## src/hw/sync_serial_pkg.sv

```systemverilog
// constants, register map and mode codes of the synchronous serial port
package sync_serial_pkg;
  // ----------------------------------------------------------------
  // register map (byte addresses)
  // ----------------------------------------------------------------
  localparam logic [3:0] OFS_STATUS  = 4'h0;
  localparam logic [3:0] OFS_CONTROL = 4'h4;
  localparam logic [3:0] OFS_DATA    = 4'h8;
  localparam logic [7:0] STATUS_RST  = 8'h00;
  localparam logic [7:0] CONTROL_RST = 8'h00;
  // ----------------------------------------------------------------
  // field positions
  // ----------------------------------------------------------------
  localparam int ST_SAMPLE = 7;
  localparam int ST_EDGE   = 6;
  localparam int ST_STOP   = 4;
  localparam int ST_FULL   = 0;
  localparam int CT_WRITE_COLLISION_FLAG   = 7;
  localparam int CT_OVF    = 6;
  localparam int CT_EN     = 5;
  localparam int CT_POL    = 4;
  // ----------------------------------------------------------------
  // mode codes
  // ----------------------------------------------------------------
  localparam logic [3:0] MODE_DIV4   = 4'h0;
  localparam logic [3:0] MODE_DIV16  = 4'h1;
  localparam logic [3:0] MODE_DIV64  = 4'h2;
  localparam logic [3:0] MODE_TIMER  = 4'h3;
  localparam logic [3:0] MODE_SLV_SS = 4'h4;
  localparam logic [3:0] MODE_SLV    = 4'h5;
  // half periods of the serial clock in system clocks, minus one (fosc/4 -> 2, stored as 1)
  localparam logic [4:0] HALF_DIV4  = 5'h01;
  localparam logic [4:0] HALF_DIV16 = 5'h07;
  localparam logic [4:0] HALF_DIV64 = 5'h1F;
  localparam int         BITS       = 8;
  localparam logic [1:0] RESP_OKAY  = 2'h0;
  localparam logic [1:0] RESP_SLVERR = 2'h2;
endpackage

```

## src/hw/sync_serial_port.sv

```systemverilog
// spi mode of the synchronous serial port with an axi4-lite register slave
//
// Chosen here: the register offsets and the AXI4-Lite interface to the registers.
`timescale 1ns/1ps
`default_nettype none
module sync_serial_port (
  input  wire logic        sys_clk,
  input  wire logic        nrst,
  input  wire logic [3:0]  s_axi_awaddr,
  input  wire logic        s_axi_awvalid,
  output var  logic        s_axi_awready,
  input  wire logic [31:0] s_axi_wdata,
  input  wire logic [3:0]  s_axi_wstrb,
  input  wire logic        s_axi_wvalid,
  output var  logic        s_axi_wready,
  output var  logic [1:0]  s_axi_bresp,
  output var  logic        s_axi_bvalid,
  input  wire logic        s_axi_bready,
  input  wire logic [3:0]  s_axi_araddr,
  input  wire logic        s_axi_arvalid,
  output var  logic        s_axi_arready,
  output var  logic [31:0] s_axi_rdata,
  output var  logic [1:0]  s_axi_rresp,
  output var  logic        s_axi_rvalid,
  input  wire logic        s_axi_rready,
  input  wire logic        timerTick,
  input  wire logic        sckIn,
  output var  logic        sckOut,
  output var  logic        sckOe_n,
  input  wire logic        sdi,
  output var  logic        sdo,
  output var  logic        sdoOe_n,
  input  wire logic        selectIn_n,
  output var  logic        pinsOwned,
  output var  logic        transferDone
);
  typedef enum logic [1:0] {IDLE, LEAD, TRAIL} phase_e;

  // ----------------------------------------------------------------
  // registers
  // ----------------------------------------------------------------
  logic [1:0] statusHigh;
  logic       stopFlag;
  logic       bufFull;
  logic [7:0] control;
  logic [7:0] dataBuf;
  logic [7:0] shiftReg;
  logic [3:0] bitCnt;
  logic       busy;
  phase_e     phase;
  logic [4:0] divCnt;
  logic       timerHalf;
  logic       sampleHold;
  logic       sampleLate;
  logic       sdiBit;

  // synchronisers, first stage read only by the second
  logic [1:0] sckSync, selSync, sdiSync, tickSync;
  logic       sckPrev, tickPrev;

  // ----------------------------------------------------------------
  // decode
  // ----------------------------------------------------------------
  wire [3:0] mode     = control[3:0];
  wire       enable   = control[sync_serial_pkg::CT_EN];
  wire       pol      = control[sync_serial_pkg::CT_POL];
  wire       edgeSel  = statusHigh[sync_serial_pkg::ST_EDGE - 6];
  wire       smpEnd   = statusHigh[sync_serial_pkg::ST_SAMPLE - 6];
  wire       isMaster = enable && (mode <= sync_serial_pkg::MODE_TIMER);
  wire       isSlave  = enable && (mode == sync_serial_pkg::MODE_SLV_SS ||
                                   mode == sync_serial_pkg::MODE_SLV);
  wire       selUsed  = mode == sync_serial_pkg::MODE_SLV_SS;
  wire       slvReset = isSlave && selUsed && selSync[1];
  wire       slvAct   = isSlave && !slvReset;

  // axi handshakes: write taken when address and data both present
  wire wrGo  = s_axi_awvalid && s_axi_wvalid && !s_axi_bvalid;
  wire rdGo  = s_axi_arvalid && !s_axi_rvalid;
  wire wrSt  = wrGo && s_axi_awaddr == sync_serial_pkg::OFS_STATUS  && s_axi_wstrb[0];
  wire wrCt  = wrGo && s_axi_awaddr == sync_serial_pkg::OFS_CONTROL && s_axi_wstrb[0];
  wire wrDat = wrGo && s_axi_awaddr == sync_serial_pkg::OFS_DATA    && s_axi_wstrb[0];
  wire rdDat = rdGo && s_axi_araddr == sync_serial_pkg::OFS_DATA;
  wire wrBad = wrGo && s_axi_awaddr != sync_serial_pkg::OFS_STATUS &&
               s_axi_awaddr != sync_serial_pkg::OFS_CONTROL &&
               s_axi_awaddr != sync_serial_pkg::OFS_DATA;
  wire rdBad = rdGo && s_axi_araddr != sync_serial_pkg::OFS_STATUS &&
               s_axi_araddr != sync_serial_pkg::OFS_CONTROL &&
               s_axi_araddr != sync_serial_pkg::OFS_DATA;

  // a write while shifting is a collision; a slave with an idle counter
  // that has seen no edge may still be loaded
  wire inFlight = isMaster ? busy : (slvAct && bitCnt != 4'h0);
  wire collide  = wrDat && (inFlight || !(isMaster || isSlave));
  wire loadOk   = wrDat && !collide;
  wire startTx  = loadOk && isMaster;

  // master bit timing
  wire [4:0] halfCnt = (mode == sync_serial_pkg::MODE_DIV4)  ? sync_serial_pkg::HALF_DIV4  :
                       (mode == sync_serial_pkg::MODE_DIV16) ? sync_serial_pkg::HALF_DIV16 :
                       sync_serial_pkg::HALF_DIV64;
  wire tickRise = tickSync[1] && !tickPrev;
  wire useTimer = mode == sync_serial_pkg::MODE_TIMER;
  wire halfTick = busy && (useTimer ? tickRise : (divCnt == 5'h00));
  // middle sampling happens on the leading-to-trailing half edge
  wire mSample  = halfTick && (phase == LEAD);
  wire mShift   = halfTick && (phase == TRAIL);
  wire mLast    = mShift && bitCnt == 4'(sync_serial_pkg::BITS - 1);
  // middle sampling waits two clocks to cover the data-in synchroniser;
  // at the fastest rate that point coincides with the shift
  wire mCatch   = smpEnd ? mShift : sampleLate;
  wire mBit     = mCatch ? sdiSync[1] : sdiBit;

  // slave edges: leading edge leaves idle level
  wire sckRise  = sckSync[1] && !sckPrev;
  wire sckFall  = !sckSync[1] && sckPrev;
  wire leadEdge = slvAct && (pol ? sckFall : sckRise);
  wire trailEdge = slvAct && (pol ? sckRise : sckFall);
  // edge select 1: sampled on leading, data out changes on that same leading edge
  wire sSample  = edgeSel ? leadEdge : trailEdge;
  wire sShift   = edgeSel ? trailEdge : leadEdge;
  wire sLastIn  = sSample && bitCnt == 4'(sync_serial_pkg::BITS - 1);

  wire [7:0] inWord = {shiftReg[6:0], isMaster ? mBit : sdiSync[1]};
  wire       done   = (isMaster && mLast) || (isSlave && sLastIn);
  wire       ovf    = isSlave && sLastIn && bufFull && !rdDat;

  wire [7:0] statusView = {statusHigh, 1'b0, stopFlag, 3'b000, bufFull};
  wire [7:0] rdByte = (s_axi_araddr == sync_serial_pkg::OFS_STATUS)  ? statusView :
                      (s_axi_araddr == sync_serial_pkg::OFS_CONTROL) ? control : dataBuf;

  // ----------------------------------------------------------------
  // input synchronisers
  // ----------------------------------------------------------------
  always_ff @(posedge sys_clk or negedge nrst) begin
    if (!nrst) begin
      sckSync  <= 2'h0;
      selSync  <= 2'h3;
      sdiSync  <= 2'h0;
      tickSync <= 2'h0;
      sckPrev  <= 1'b0;
      tickPrev <= 1'b0;
    end else begin
      sckSync  <= {sckSync[0], sckIn};
      selSync  <= {selSync[0], selectIn_n};
      sdiSync  <= {sdiSync[0], sdi};
      tickSync <= {tickSync[0], timerTick};
      sckPrev  <= sckSync[1];
      tickPrev <= tickSync[1];
    end
  end

  // ----------------------------------------------------------------
  // axi4-lite slave
  // ----------------------------------------------------------------
  always_ff @(posedge sys_clk or negedge nrst) begin
    if (!nrst) begin
      s_axi_awready <= 1'b0;
      s_axi_wready  <= 1'b0;
      s_axi_bvalid  <= 1'b0;
      s_axi_bresp   <= sync_serial_pkg::RESP_OKAY;
      s_axi_arready <= 1'b0;
      s_axi_rvalid  <= 1'b0;
      s_axi_rresp   <= sync_serial_pkg::RESP_OKAY;
      s_axi_rdata   <= 32'h0000_0000;
    end else begin
      s_axi_awready <= wrGo;
      s_axi_wready  <= wrGo;
      s_axi_arready <= rdGo;
      if (wrGo) begin
        s_axi_bvalid <= 1'b1;
        s_axi_bresp  <= wrBad ? sync_serial_pkg::RESP_SLVERR : sync_serial_pkg::RESP_OKAY;
      end else if (s_axi_bready) begin
        s_axi_bvalid <= 1'b0;
      end
      if (rdGo) begin
        s_axi_rvalid <= 1'b1;
        s_axi_rresp  <= rdBad ? sync_serial_pkg::RESP_SLVERR : sync_serial_pkg::RESP_OKAY;
        s_axi_rdata  <= rdBad ? 32'h0000_0000 : {24'h00_0000, rdByte};
      end else if (s_axi_rready) begin
        s_axi_rvalid <= 1'b0;
      end
    end
  end

  // ----------------------------------------------------------------
  // control and status
  // ----------------------------------------------------------------
  always_ff @(posedge sys_clk or negedge nrst) begin
    if (!nrst) begin
      control    <= sync_serial_pkg::CONTROL_RST;
      statusHigh <= sync_serial_pkg::STATUS_RST[7:6];
      stopFlag   <= sync_serial_pkg::STATUS_RST[sync_serial_pkg::ST_STOP];
      bufFull    <= sync_serial_pkg::STATUS_RST[0];
    end else begin
      if (wrSt)
        statusHigh <= s_axi_wdata[7:6];
      if (wrCt)
        control <= s_axi_wdata[7:0];
      // hardware sets win over software clears
      if (collide)
        control[sync_serial_pkg::CT_WRITE_COLLISION_FLAG] <= 1'b1;
      if (ovf)
        control[sync_serial_pkg::CT_OVF] <= 1'b1;
      if (!enable)
        stopFlag <= 1'b0;
      if (done && !(ovf))
        bufFull <= 1'b1;
      else if (rdDat)
        bufFull <= 1'b0;
    end
  end
  // ----------------------------------------------------------------
  // shift engine
  // ----------------------------------------------------------------
  always_ff @(posedge sys_clk or negedge nrst) begin
    if (!nrst) begin
      dataBuf    <= 8'h00;
      shiftReg   <= 8'h00;
      bitCnt     <= 4'h0;
      busy       <= 1'b0;
      phase      <= IDLE;
      divCnt     <= 5'h00;
      sdiBit     <= 1'b0;
      sampleHold <= 1'b0;
      sampleLate <= 1'b0;
    end else begin
      // a deselected slave must still accept its next word to send
      if (loadOk) begin
        dataBuf    <= s_axi_wdata[7:0];
        shiftReg   <= s_axi_wdata[7:0];
        busy       <= isMaster;
        phase      <= isMaster ? LEAD : IDLE;
        divCnt     <= halfCnt;
        bitCnt     <= 4'h0;
        sampleHold <= 1'b0;
        sampleLate <= 1'b0;
      end else if (!enable || slvReset) begin
        bitCnt <= 4'h0;
        busy   <= 1'b0;
        phase  <= IDLE;
      end else if (isMaster && busy) begin
        divCnt     <= (divCnt == 5'h00) ? halfCnt : divCnt - 5'h01;
        sampleHold <= mSample;
        sampleLate <= sampleHold;
        if (mCatch)
          sdiBit <= sdiSync[1];
        if (halfTick)
          phase <= (phase == LEAD) ? TRAIL : LEAD;
        if (mShift) begin
          shiftReg <= inWord;
          bitCnt   <= bitCnt + 4'h1;
          if (mLast) begin
            busy    <= 1'b0;
            phase   <= IDLE;
            dataBuf <= inWord;
            bitCnt  <= 4'h0;
          end
        end
      end else if (slvAct) begin
        if (sSample) begin
          shiftReg <= inWord;
          bitCnt   <= sLastIn ? 4'h0 : bitCnt + 4'h1;
          if (sLastIn && !ovf)
            dataBuf <= inWord;
        end
      end
    end
  end

  // ----------------------------------------------------------------
  // pins
  // ----------------------------------------------------------------
  // with edge select 0 the first bit must stand before the first edge,
  // so sdo is registered from the msb of the shift register on every clock
  always_ff @(posedge sys_clk or negedge nrst) begin
    if (!nrst) begin
      sckOut       <= 1'b0;
      sckOe_n      <= 1'b1;
      sdo          <= 1'b0;
      sdoOe_n      <= 1'b1;
      pinsOwned    <= 1'b0;
      transferDone <= 1'b0;
    end else begin
      pinsOwned    <= isMaster || isSlave;
      sckOe_n      <= !isMaster;
      sckOut       <= (busy && phase == TRAIL) ? !pol : pol;
      sdo          <= shiftReg[7];
      sdoOe_n      <= !(isMaster || slvAct);
      transferDone <= done && !ovf;
    end
  end
endmodule // sync_serial_port
`default_nettype wire

```

## config.mk

```make
export PLATFORM = sky130hd
export DESIGN_NAME = sync_serial_port
export DESIGN_NICKNAME = d
export VERILOG_FILES = /design/src/hw/sync_serial_pkg.sv /design/src/hw/sync_serial_port.sv
export SDC_FILE = /design/constraint.sdc
export NUM_CORES = 1
export LEC_CHECK = 0
export ABC_AREA = 0
export BUFFER_PORTS_ARGS = -buffer_cell sky130_fd_sc_hd__buf_2
export CAP_MARGIN = 0
export CORE_MARGIN = 5
export CORE_UTILIZATION = 40
export CTS_CLUSTER_SIZE = 12
export DETAILED_ROUTE_END_ITERATION = 8
export SLEW_MARGIN = 20
export SYNTH_ARGS = -nofsm -noshare
export SYNTH_HDL_FRONTEND = slang
export SYNTH_SLANG_ARGS = --single-unit
```

## constraint.sdc

```tcl
create_clock -name sys_clk -period 2.65 [get_ports sys_clk]
set_clock_uncertainty 0.1 [all_clocks]
set_input_delay 0 -clock sys_clk [delete_from_list [all_inputs] [get_ports sys_clk]]
set_output_delay 0 -clock sys_clk [all_outputs]
set_load 0.05 [all_outputs]
```

Word-level counts from Yosys, hierarchy flattened
Index checks and enable logic that the tools add are counted.
Widths: inputs -> output; s select.
Word-level totals
  bits in registers: 98
  output and inout bits: 47
Operators by class
  magnitude comparators: 1
  muxes and demuxes: 70
  bitwise operators: 2
  $add $sub $neg: 2
  reductions and logical operators: 89
  equality and inequality tests: 19
Operators by type and width (number)
  $mux 8: 18
  $logic_and 1x1->1: 42
  $mux 4: 8
  $mux 5: 6
  $mux 1: 29
  $eq 4x3->1 const B: 5
  $reduce_bool 4->1: 5
  $mux 2: 9
  $reduce_bool 3->1: 6
  $logic_not 1->1: 14
  $logic_not 4->1: 3
  $ne 4x4->1 const B: 3
  $reduce_bool 2->1: 6
  $reduce_and 3->1: 3
  $eq 4x4->1 const B: 2
  $ne 4x3->1 const B: 2
  $logic_or 1x1->1: 6
  $ne 3x3->1 const B: 2
  $reduce_and 6->1: 1
  $logic_not 5->1: 1
  $sub 5x1->5 const B: 1
  $add 4x1->4 const B: 1
  $eq 4x1->1 const B: 1
  $eq 4x2->1 const B: 1
  other kinds (7): 8

Longest topological paths before layout
Gate-level depths: netlist (run 1).
  depth after elaboration: 21
  mapped depth: 10
  mapped depth without buffers: 8

Worst setup path after synthesis (run 1)
OpenSTA, ideal clock, no wires.
  kind: reg-to-reg
  start: register s_axi_bvalid
  end: register divCnt[1]
  slack: 0.370 ns
  library setup time: 0.137 ns
  arrival: 2.044 ns
  required time: 2.413 ns
  stages on the path, launching flop included: 8
  cells stage by stage: dfrtp_1 > and3b_1 > clkbuf_1 > and4_1 > nand4_4 > a2111oi_2 > and2b_1 > a21oi_1
Between the ends
  longest elaborated chain between the ends: 9
RTL lines
  from (decl): RTL line sync_serial_port.sv:17  | output var logic s_axi_bvalid,
  from (signal assigned): RTL line sync_serial_port.sv:159  | s_axi_bvalid <= 1'b0;
  from (signal assigned): RTL line sync_serial_port.sv:170  | s_axi_bvalid <= 1'b1;
  from (signal assigned): RTL line sync_serial_port.sv:173  | s_axi_bvalid <= 1'b0;
  $logic_not 1->1 (*): RTL line sync_serial_port.sv:77  | wire wrGo = s_axi_awvalid && s_axi_wvalid && !s_axi_bvalid;
  $logic_and 1x1->1 (*): RTL line sync_serial_port.sv:77
  via wrGo: RTL line sync_serial_port.sv:77
  $logic_and 1x1->1 (*) (2 in series): RTL line sync_serial_port.sv:81  | wire wrDat = wrGo && s_axi_awaddr == sync_serial_pkg::OFS_DATA && s_axi_wstrb[0];
  $logic_and 1x1->1: RTL line sync_serial_port.sv:93  | wire collide = wrDat && (inFlight || !(isMaster || isSlave));
  $logic_not 1->1: RTL line sync_serial_port.sv:94  | wire loadOk = wrDat && !collide;
  $logic_and 1x1->1 (*): RTL line sync_serial_port.sv:94
  $ne 2x2->1 (no line) or $reduce_bool 2->1 (tied branches)
  $reduce_and 2->1 (no line)
  to (signal assigned): RTL line sync_serial_port.sv:233  | divCnt <= halfCnt;
  to (signal assigned): RTL line sync_serial_port.sv:242  | divCnt <= (divCnt == 5'h00) ? halfCnt : divCnt - 5'h01;
  to (decl): RTL line sync_serial_port.sv:51  | logic [4:0] divCnt;
The timed path passes the listed nets; every way through them passes the cells marked *.
A chain may end at the register's enable or synchronous reset.

Worst setup path after layout (run 1)
  start: register s_axi_rvalid
  end: register dataBuf[6]
Between the ends
  longest elaborated chain between the ends: 9
RTL lines
  from (decl): RTL line sync_serial_port.sv:24  | output var logic s_axi_rvalid,
  from (signal assigned): RTL line sync_serial_port.sv:162  | s_axi_rvalid <= 1'b0;
  from (signal assigned): RTL line sync_serial_port.sv:176  | s_axi_rvalid <= 1'b1;
  from (signal assigned): RTL line sync_serial_port.sv:180  | s_axi_rvalid <= 1'b0;
  $logic_not 1->1: RTL line sync_serial_port.sv:78  | wire rdGo = s_axi_arvalid && !s_axi_rvalid;
  $logic_and 1x1->1: RTL line sync_serial_port.sv:78
  $logic_and 1x1->1: RTL line sync_serial_port.sv:82  | wire rdDat = rdGo && s_axi_araddr == sync_serial_pkg::OFS_DATA;
  $logic_not 1->1: RTL line sync_serial_port.sv:125  | wire ovf = isSlave && sLastIn && bufFull && !rdDat;
  $logic_and 1x1->1: RTL line sync_serial_port.sv:125
  $logic_not 1->1: RTL line sync_serial_port.sv:263  | if (sLastIn && !ovf)
  $logic_and 1x1->1: RTL line sync_serial_port.sv:263
  $reduce_bool 3->1 (no line)
  $reduce_and 6->1 (no line)
  to (signal assigned): RTL line sync_serial_port.sv:229  | dataBuf <= s_axi_wdata[7:0];
  to (signal assigned): RTL line sync_serial_port.sv:255  | dataBuf <= inWord;
  to (signal assigned): RTL line sync_serial_port.sv:264  | dataBuf <= inWord;
  to (decl): RTL line sync_serial_port.sv:46  | logic [7:0] dataBuf;
Every way passes these cells.

==> results of run 1 <==
==> layer usage <==
metal	share of wire, %	GRT usage (%)	vias to the layer above
met4	0.73	4.124	0
li1	-	-	1337
met5	0	0	-
met1	47	19.53	1273
met3	4.6	4.218	5
met2	48	23.41	50
==> sequential cells by signal (all words and copies together), names as in the netlist, 2 cells and up <==
| name | count |
|---|---|
| control | 8 |
| dataBuf | 8 |
| s_axi_rdata | 8 |
| shiftReg | 8 |
| divCnt | 5 |
| bitCnt | 4 |
| phase | 2 |
| sckSync | 2 |
| sdiSync | 2 |
| selSync | 2 |
| statusHigh | 2 |
| tickSync | 2 |
==> critical path, cell delays in order (launching register included) <==
cell and delay, ps:
dfrtp_1 390, nand2b_1 170, o41ai_2 280, dlygate4sd3_1 600
buf_4 130, nand3_1 80, a21oi_2 200, buf_12 170
mux2i_1 200, o21ai_1 70
==> Yosys cell counts, drive strengths merged (6+ instances only) <==
| library cell | count |
|---|---|
| dfrtp | 68 |
| nand2 | 50 |
| buf | 34 |
| o21ai | 33 |
| mux2i | 19 |
| a21oi | 13 |
| nor2 | 13 |
| inv | 12 |
| nand3 | 11 |
| mux2 | 10 |
| nand2b | 10 |
| clkbuf | 8 |
| a21boi | 6 |
| and2 | 6 |
==> cells in the final DEF, fill, tap and decap left out, drive strengths merged, types with 13 or more instances in the layout <==
cell type / n
buf: 60
nand2: 50
mux2i: 19
a21oi: 13
o21ai: 33
conb: 26
nor2: 13
dfrtp: 68
inv: 14
dlygate4sd3: 27
==> final cells by class <==
cell class              instances  area share [%]
clock buffers                  11           3.438
clock inverters                 5          0.8809
inverters                      12           1.023
multi-input cells             252           36.35
flip-flops and latches         72           41.03
well taps                     108           3.069
repair buffers                 87           14.21
==> power by group through the flow <==
stage          combinational (mW)  clock [mW]  sequential (mW)
6_report                    0.410       0.819             1.20
5_1_grt                     0.441       0.899             1.21
4_1_cts                     0.409       0.845             1.20
3_5_place_dp                0.371           0             1.23
3_3_place_gp                0.368           0             1.22
2_1_floorplan               0.228           0             1.28
==> kinds of logic after synthesis <==
family | after synthesis | synth area share (%)
muxes | 29 | 8.672
DFF | 72 | 49.69
xor gates and xnor gates | 2 | 0.4818
and+or+nand+nor | 113 | 16.97
adders and majority gates | 4 | 1.377
buffers and inverters | 54 | 9.084
AOI/OAI and AO/OA | 78 | 13.63
other | 1 | 0.1031
==> through the flow <==
stage	worst slack [ps]	area [um^2]	cells	power [mW]	hold slack (ps)
final	127.0	4403	547	2.434	6.498
after floorplan	369.6	3730	378	1.506	-395.6
after CTS	138.1	4395	547	2.459	1.528
after global placement	216.3	3935	504	1.592	-30.39
after global routing	4.463	4403	547	2.554	41.30
after detailed placement	190.5	3935	504	1.596	-26.34
==> worst paths after layout <==
kind,startpoint,to,slack (ps),depth (start not counted)
worst min register to register,sckSync[0]$_DFF_PN0_,sckSync[1]$_DFF_PN0_,250,0
worst min-delay path,s_axi_araddr[3],s_axi_rdata[0]$_DFFE_PN0P_,6,3
max in group asynchronous,nrst,sckOe_n$_DFF_PN1_,1580,3
min in group asynchronous,nrst,s_axi_rresp[1]$_DFFE_PN0P_,120,2
worst max-delay path,s_axi_rvalid$_DFFE_PN0P_,dataBuf[6]$_DFFE_PN0P_,130,9
worst max register to register,s_axi_rvalid$_DFFE_PN0P_,dataBuf[6]$_DFFE_PN0P_,130,9
==> what timing repair did <==
item | 4_1_cts | 5_1_grt
hold buffers | 27 | 0
endpoints found under the setup margin | 0 | 5
hold endpoints to repair | 66 | 0
setup buffers | 0 | 0
gates resized for setup | 0 | 1
==> flow_metrics.py, run 1 <==
metrics = {
    "power_and_ir_drop": {
        "powerDensity_nw_per_um2": 552.8,
        "switching_share_pct": 30.70,
        "irDropWorstVdd_uv": 394.7,
        "seq_power_share_pct": 49.5,
        "leakage_nw": 2.035,
        "switchingPower_uw": 747.3,
        "p_int_mw": 1.687,
        "p_clk_share_pct": 33.7,
        "comb_power_share_pct": 16.8,
    },
    "flow_run": {
        "cap_violations": 0,
    },
    "floorplan": {
        "die_height_um": 105.3,
        "initial_core_util_pct": 41.29,
        "rows": 34,
        "num_io_pins": 102,
        "die_x_um": 105.3,
        "core_um2": 8806,
        "die-area_um2": 11100,
    },
    "setup_path": {
        "arrival_ps": 2640,
        "cp.required_ps": 2770,
        "cp-end-kind": "flop",
        "critPathLaunchType": "flop",
        "worstSetupPathType": "flop to flop",
        "crit_path_max_fanout": 10,
    },
    "clocking": {
        "cts_max_level": 3,
        "insertion_delay_ps": 350,
        "cts.sinks": 72,
        "root_buffer": "clkbuf_8",
        "path_clk_slew_ps": 80,
        "cts_tree": "yes",
        "clockBufferDepth": 2,
        "cts_buffers": 9,
    },
    "yosys": {
        "synth.avg_cell_area_um2": 10.30,
        "synth.distinct_cells": 59,
        "synthTopCellsByArea": "dfrtp_1 (47%), buf_4 (5.6%), nand2_1 (5.2%)",
        "ys.flop_type": "dfrtp_1",
        "syn_inst": 353,
        "synth_seq_cells": 72,
        "yosys_warnings": 0,
        "synthesis.area_um2": 3636,
        "synth_edf_count": 0,
        "ys_seq_area_share_pct": 49.69,
        "synth_top_cell_by_area": "dfrtp_1",
        "async_flop_share_pct": 100.0,
        "synth_top_area_share_pct": 46.80,
    },
    "final_layout": {
        "fillers": 821,
        "seqCellArea_um2": 1807,
        "finalNetCount": 493,
        "layout-area-overhead-vs-synth_pct": 21.09,
        "layout-drive-gt1-share_pct": 24.37,
        "multi_input_area_um2": 1600,
        "utilization_pct": 50.00,
        "num_antenna_cells": 0,
    },
    "detailed_routing": {
        "antenna_left": 0,
        "drc": 0,
        "first_iter_violations": 106,
        "vias_per_cell": 4.872,
        "first_pass_iters": 4,
        "routedWlPerCell_um": 14.18,
        "routed_wl_um": 7759,
        "dr_total_vias": 2665,
    },
    "global_routing": {
        "grt_max_degree": 45,
        "grtUsageTotal_pct": 14.68,
        "antenna_found_initial": 0,
        "grt_pass1_vias": 2660,
        "grt_pass1_wl_um": 13180,
        "overflow": 0,
    },
    "sta": {
        "min_period_ps": 2523,
        "rsz0062_at_grt": "no",
        "period_share_pct": 95.21,
        "max_freq_ghz": 0.3964,
        "final.setup.tns_ps": 0,
        "drv_slew": 0,
        "tightest_slew_ps": 677.7,
        "hold_violations": 0,
        "setup-violations-final": 0,
        "slew_headroom_pct": 54.82,
    },
    "outcome": {
        "status": "finished, final reports clean",
    },
    "place": {
        "io_buffer_count": 48,
        "gp_congestion": 0.8097,
        "hpwl_um": 5621,
    },
    "hold_path": {
        "holdCritPathClass": "input port to flop",
    },
}
Power figures use the tool's default switching activity.
==> inputs of run 2 (changes only) <==
--- a/config.mk
+++ b/config.mk
@@ -12,6 +12,7 @@
 export CORE_UTILIZATION = 40
 export CTS_CLUSTER_SIZE = 12
 export DETAILED_ROUTE_END_ITERATION = 8
+export PLACE_DENSITY = 0.66
 export SLEW_MARGIN = 20
 export SYNTH_ARGS = -nofsm -noshare
 export SYNTH_HDL_FRONTEND = slang
==> constraint.sdc (replaced) <==
create_clock -name sys_clk -period 2.05 [get_ports sys_clk]
set_clock_uncertainty 0.1 [all_clocks]
set_input_delay 0 -clock sys_clk [delete_from_list [all_inputs] [get_ports sys_clk]]
set_output_delay 0 -clock sys_clk [all_outputs]
set_load 0.05 [all_outputs]
==> flow_metrics.py, run 2 (synthesis results as in run 1) <==
metrics = {
    "final_layout": {
        "layout-drive-gt1-share_pct": 38.60,
        "mostFrequentLayoutCells": "dfrtp_1 (67), buf_2 (48), buf_4 (48)",
        "finalNetCount": 541,
        "final_common_cell": "dfrtp_1",
        "fillers": 717,
        "fin_area_um2": 4996,
        "num_antenna_cells": 0,
        "utilization_pct": 56.73,
        "layout-area-overhead-vs-synth_pct": 37.41,
        "seqCellArea_um2": 1808,
        "finalNonFillerCells": 595,
        "multi_input_area_um2": 1802,
    },
    "detailed_routing": {
        "dr_total_vias": 2964,
        "drc": 0,
        "routed_wl_um": 9073,
        "antenna_left": 0,
        "vias_per_cell": 4.982,
        "wl_met3_um": 380,
        "first_iter_violations": 165,
        "met2_length_um": 4729,
        "routedWlPerCell_um": 15.25,
        "first_pass_iters": 4,
        "top_layer": "met4",
        "met1_length_um": 3905,
    },
    "floorplan": {
        "die-area_um2": 11100,
        "die_height_um": 105.3,
        "die_x_um": 105.3,
        "rows": 34,
        "core_um2": 8806,
        "initial_core_util_pct": 41.29,
        "num_io_pins": 102,
    },
    "flow_run": {
        "cap_violations": 0,
    },
    "hold_path": {
        "hp-start": "s_axi_araddr[3]",
        "holdCritPathClass": "input port to flop",
        "hold_depth": 3,
    },
    "setup_path": {
        "worstSetupStartpoint": "control[2]$_DFFE_PN0P_",
        "reg2reg_from": "control[2]$_DFFE_PN0P_",
        "critPathMaxStageDelay_ps": 440,
        "crit_path_cell_trace": "buf_4, nand2b_1, nor2b_1, and4_4, nor2_1, o21ai_4, o41ai_2",
        "cp.required_ps": 2190,
        "crit_path_max_fanout": 4,
        "critPathLaunchType": "flop",
        "arrival_ps": 2350,
        "worst_r2r_path_depth": 7,
        "worstSetupPathType": "flop to flop",
        "cp-end-kind": "flop",
        "critPathSlowestCell": "dfrtp_1",
    },
    "sta": {
        "drv_slew": 0,
        "hold_violations": 0,
        "final.setup.worst_slack_ps": -158.5,
        "max_freq_ghz": 0.4528,
        "period_share_pct": 107.7,
        "setup-violations-final": 28,
        "min_period_ps": 2208,
        "final.setup.tns_ps": -2940,
        "tightest_slew_ps": 510.5,
        "slew_headroom_pct": 65.97,
        "rsz0062_at_grt": "yes",
    },
    "clocking": {
        "clockBufferDepth": 2,
        "cts_buffers": 9,
        "root_buffer": "clkbuf_8",
        "path_clk_slew_ps": 90,
        "cts.sinks": 72,
        "insertion_delay_ps": 350,
        "cts_max_level": 3,
        "cts_tree": "yes",
    },
    "global_routing": {
        "overflow": 0,
        "grt_pass1_wl_um": 15160,
        "grtUsageTotal_pct": 17.07,
        "grt_pass1_vias": 3068,
        "antenna_found_initial": 0,
        "grt_max_degree": 52,
    },
    "power_and_ir_drop": {
        "comb_power_share_pct": 18.7,
        "switchingPower_uw": 999.6,
        "irDropWorstVdd_uv": 421.5,
        "seq_power_share_pct": 46.7,
        "switching_share_pct": 30.19,
        "powerDensity_nw_per_um2": 662.6,
        "p_clk_share_pct": 34.6,
        "p_int_mw": 2.311,
        "leakage_nw": 2.303,
    },
    "place": {
        "hpwl_um": 6286,
        "gp_congestion": 0.8483,
        "place_area_um2": 4257,
        "io_buffer_count": 48,
        "dpl.cell_count": 542,
    },
    "outcome": {
        "status": "finished with violations",
        "violations": "setup timing",
    },
}
==> run 2: through the flow <==
stage                     hold slack, ps  setup slack (ps)  power (mW)
after floorplan                   -395.6            -141.6       1.953
after global placement            -106.4            -160.0       2.113
after detailed placement          -98.08            -199.8       2.123
after CTS                          3.161            -158.2       3.331
final                              15.87            -158.5       3.311
after global routing               20.65            -283.1       3.464
==> run 2: worst paths after layout <==
kind | slack [ps] | to
min in group asynchronous | 60 | s_axi_arready$_DFF_PN0_
max reg2reg | -160 | bitCnt[3]$_DFFE_PN0P_
min | 20 | s_axi_rdata[0]$_DFFE_PN0P_
min reg2reg | 250 | sdiSync[1]$_DFF_PN0_
max | -160 | bitCnt[3]$_DFFE_PN0P_
max in group asynchronous | 1130 | sdiSync[1]$_DFF_PN0_
==> run 2: critical path, delay by kind of cell (launching register included) <==
family	cells	cell delay, ps
buf+inv	1	180
simple gates	4	960
flops	1	440
compound gates	2	420
==> run 2: power by group through the flow <==
stage          logic, mW  clock network, mW  registers (mW)
6_report           0.620               1.14            1.55
5_1_grt            0.664               1.25            1.55
4_1_cts            0.615               1.17            1.54
3_5_place_dp       0.552                  0            1.57
3_3_place_gp       0.545                  0            1.57
2_1_floorplan      0.299                  0            1.65
==> run 2: area by class of cell <==
class | count | share of cell area [%]
Sequential cell | 72 | 36.19
Inverter | 12 | 0.9016
Timing Repair Buffer | 132 | 20.06
Multi-Input combinational cell | 255 | 36.06
Clock inverter | 6 | 1.327
Tap cell | 108 | 2.705
Clock buffer | 10 | 2.755
==> run 2: timing repair <==
item,CTS,global route
gates resized for setup,31,18
hold buffers,27,0
pin swaps,14,12
cloned,3,0
setup buffers,4,4
endpoints found under the hold margin,111,0
endpoints found under the setup margin,28,31
==> run 2: per-layer routing <==
metal	up-vias	global-route usage, %
met2	65	29.55
li1	1441	-
met1	1452	21.47
met3	6	3.973
met4	0	4.405
met5	-	0
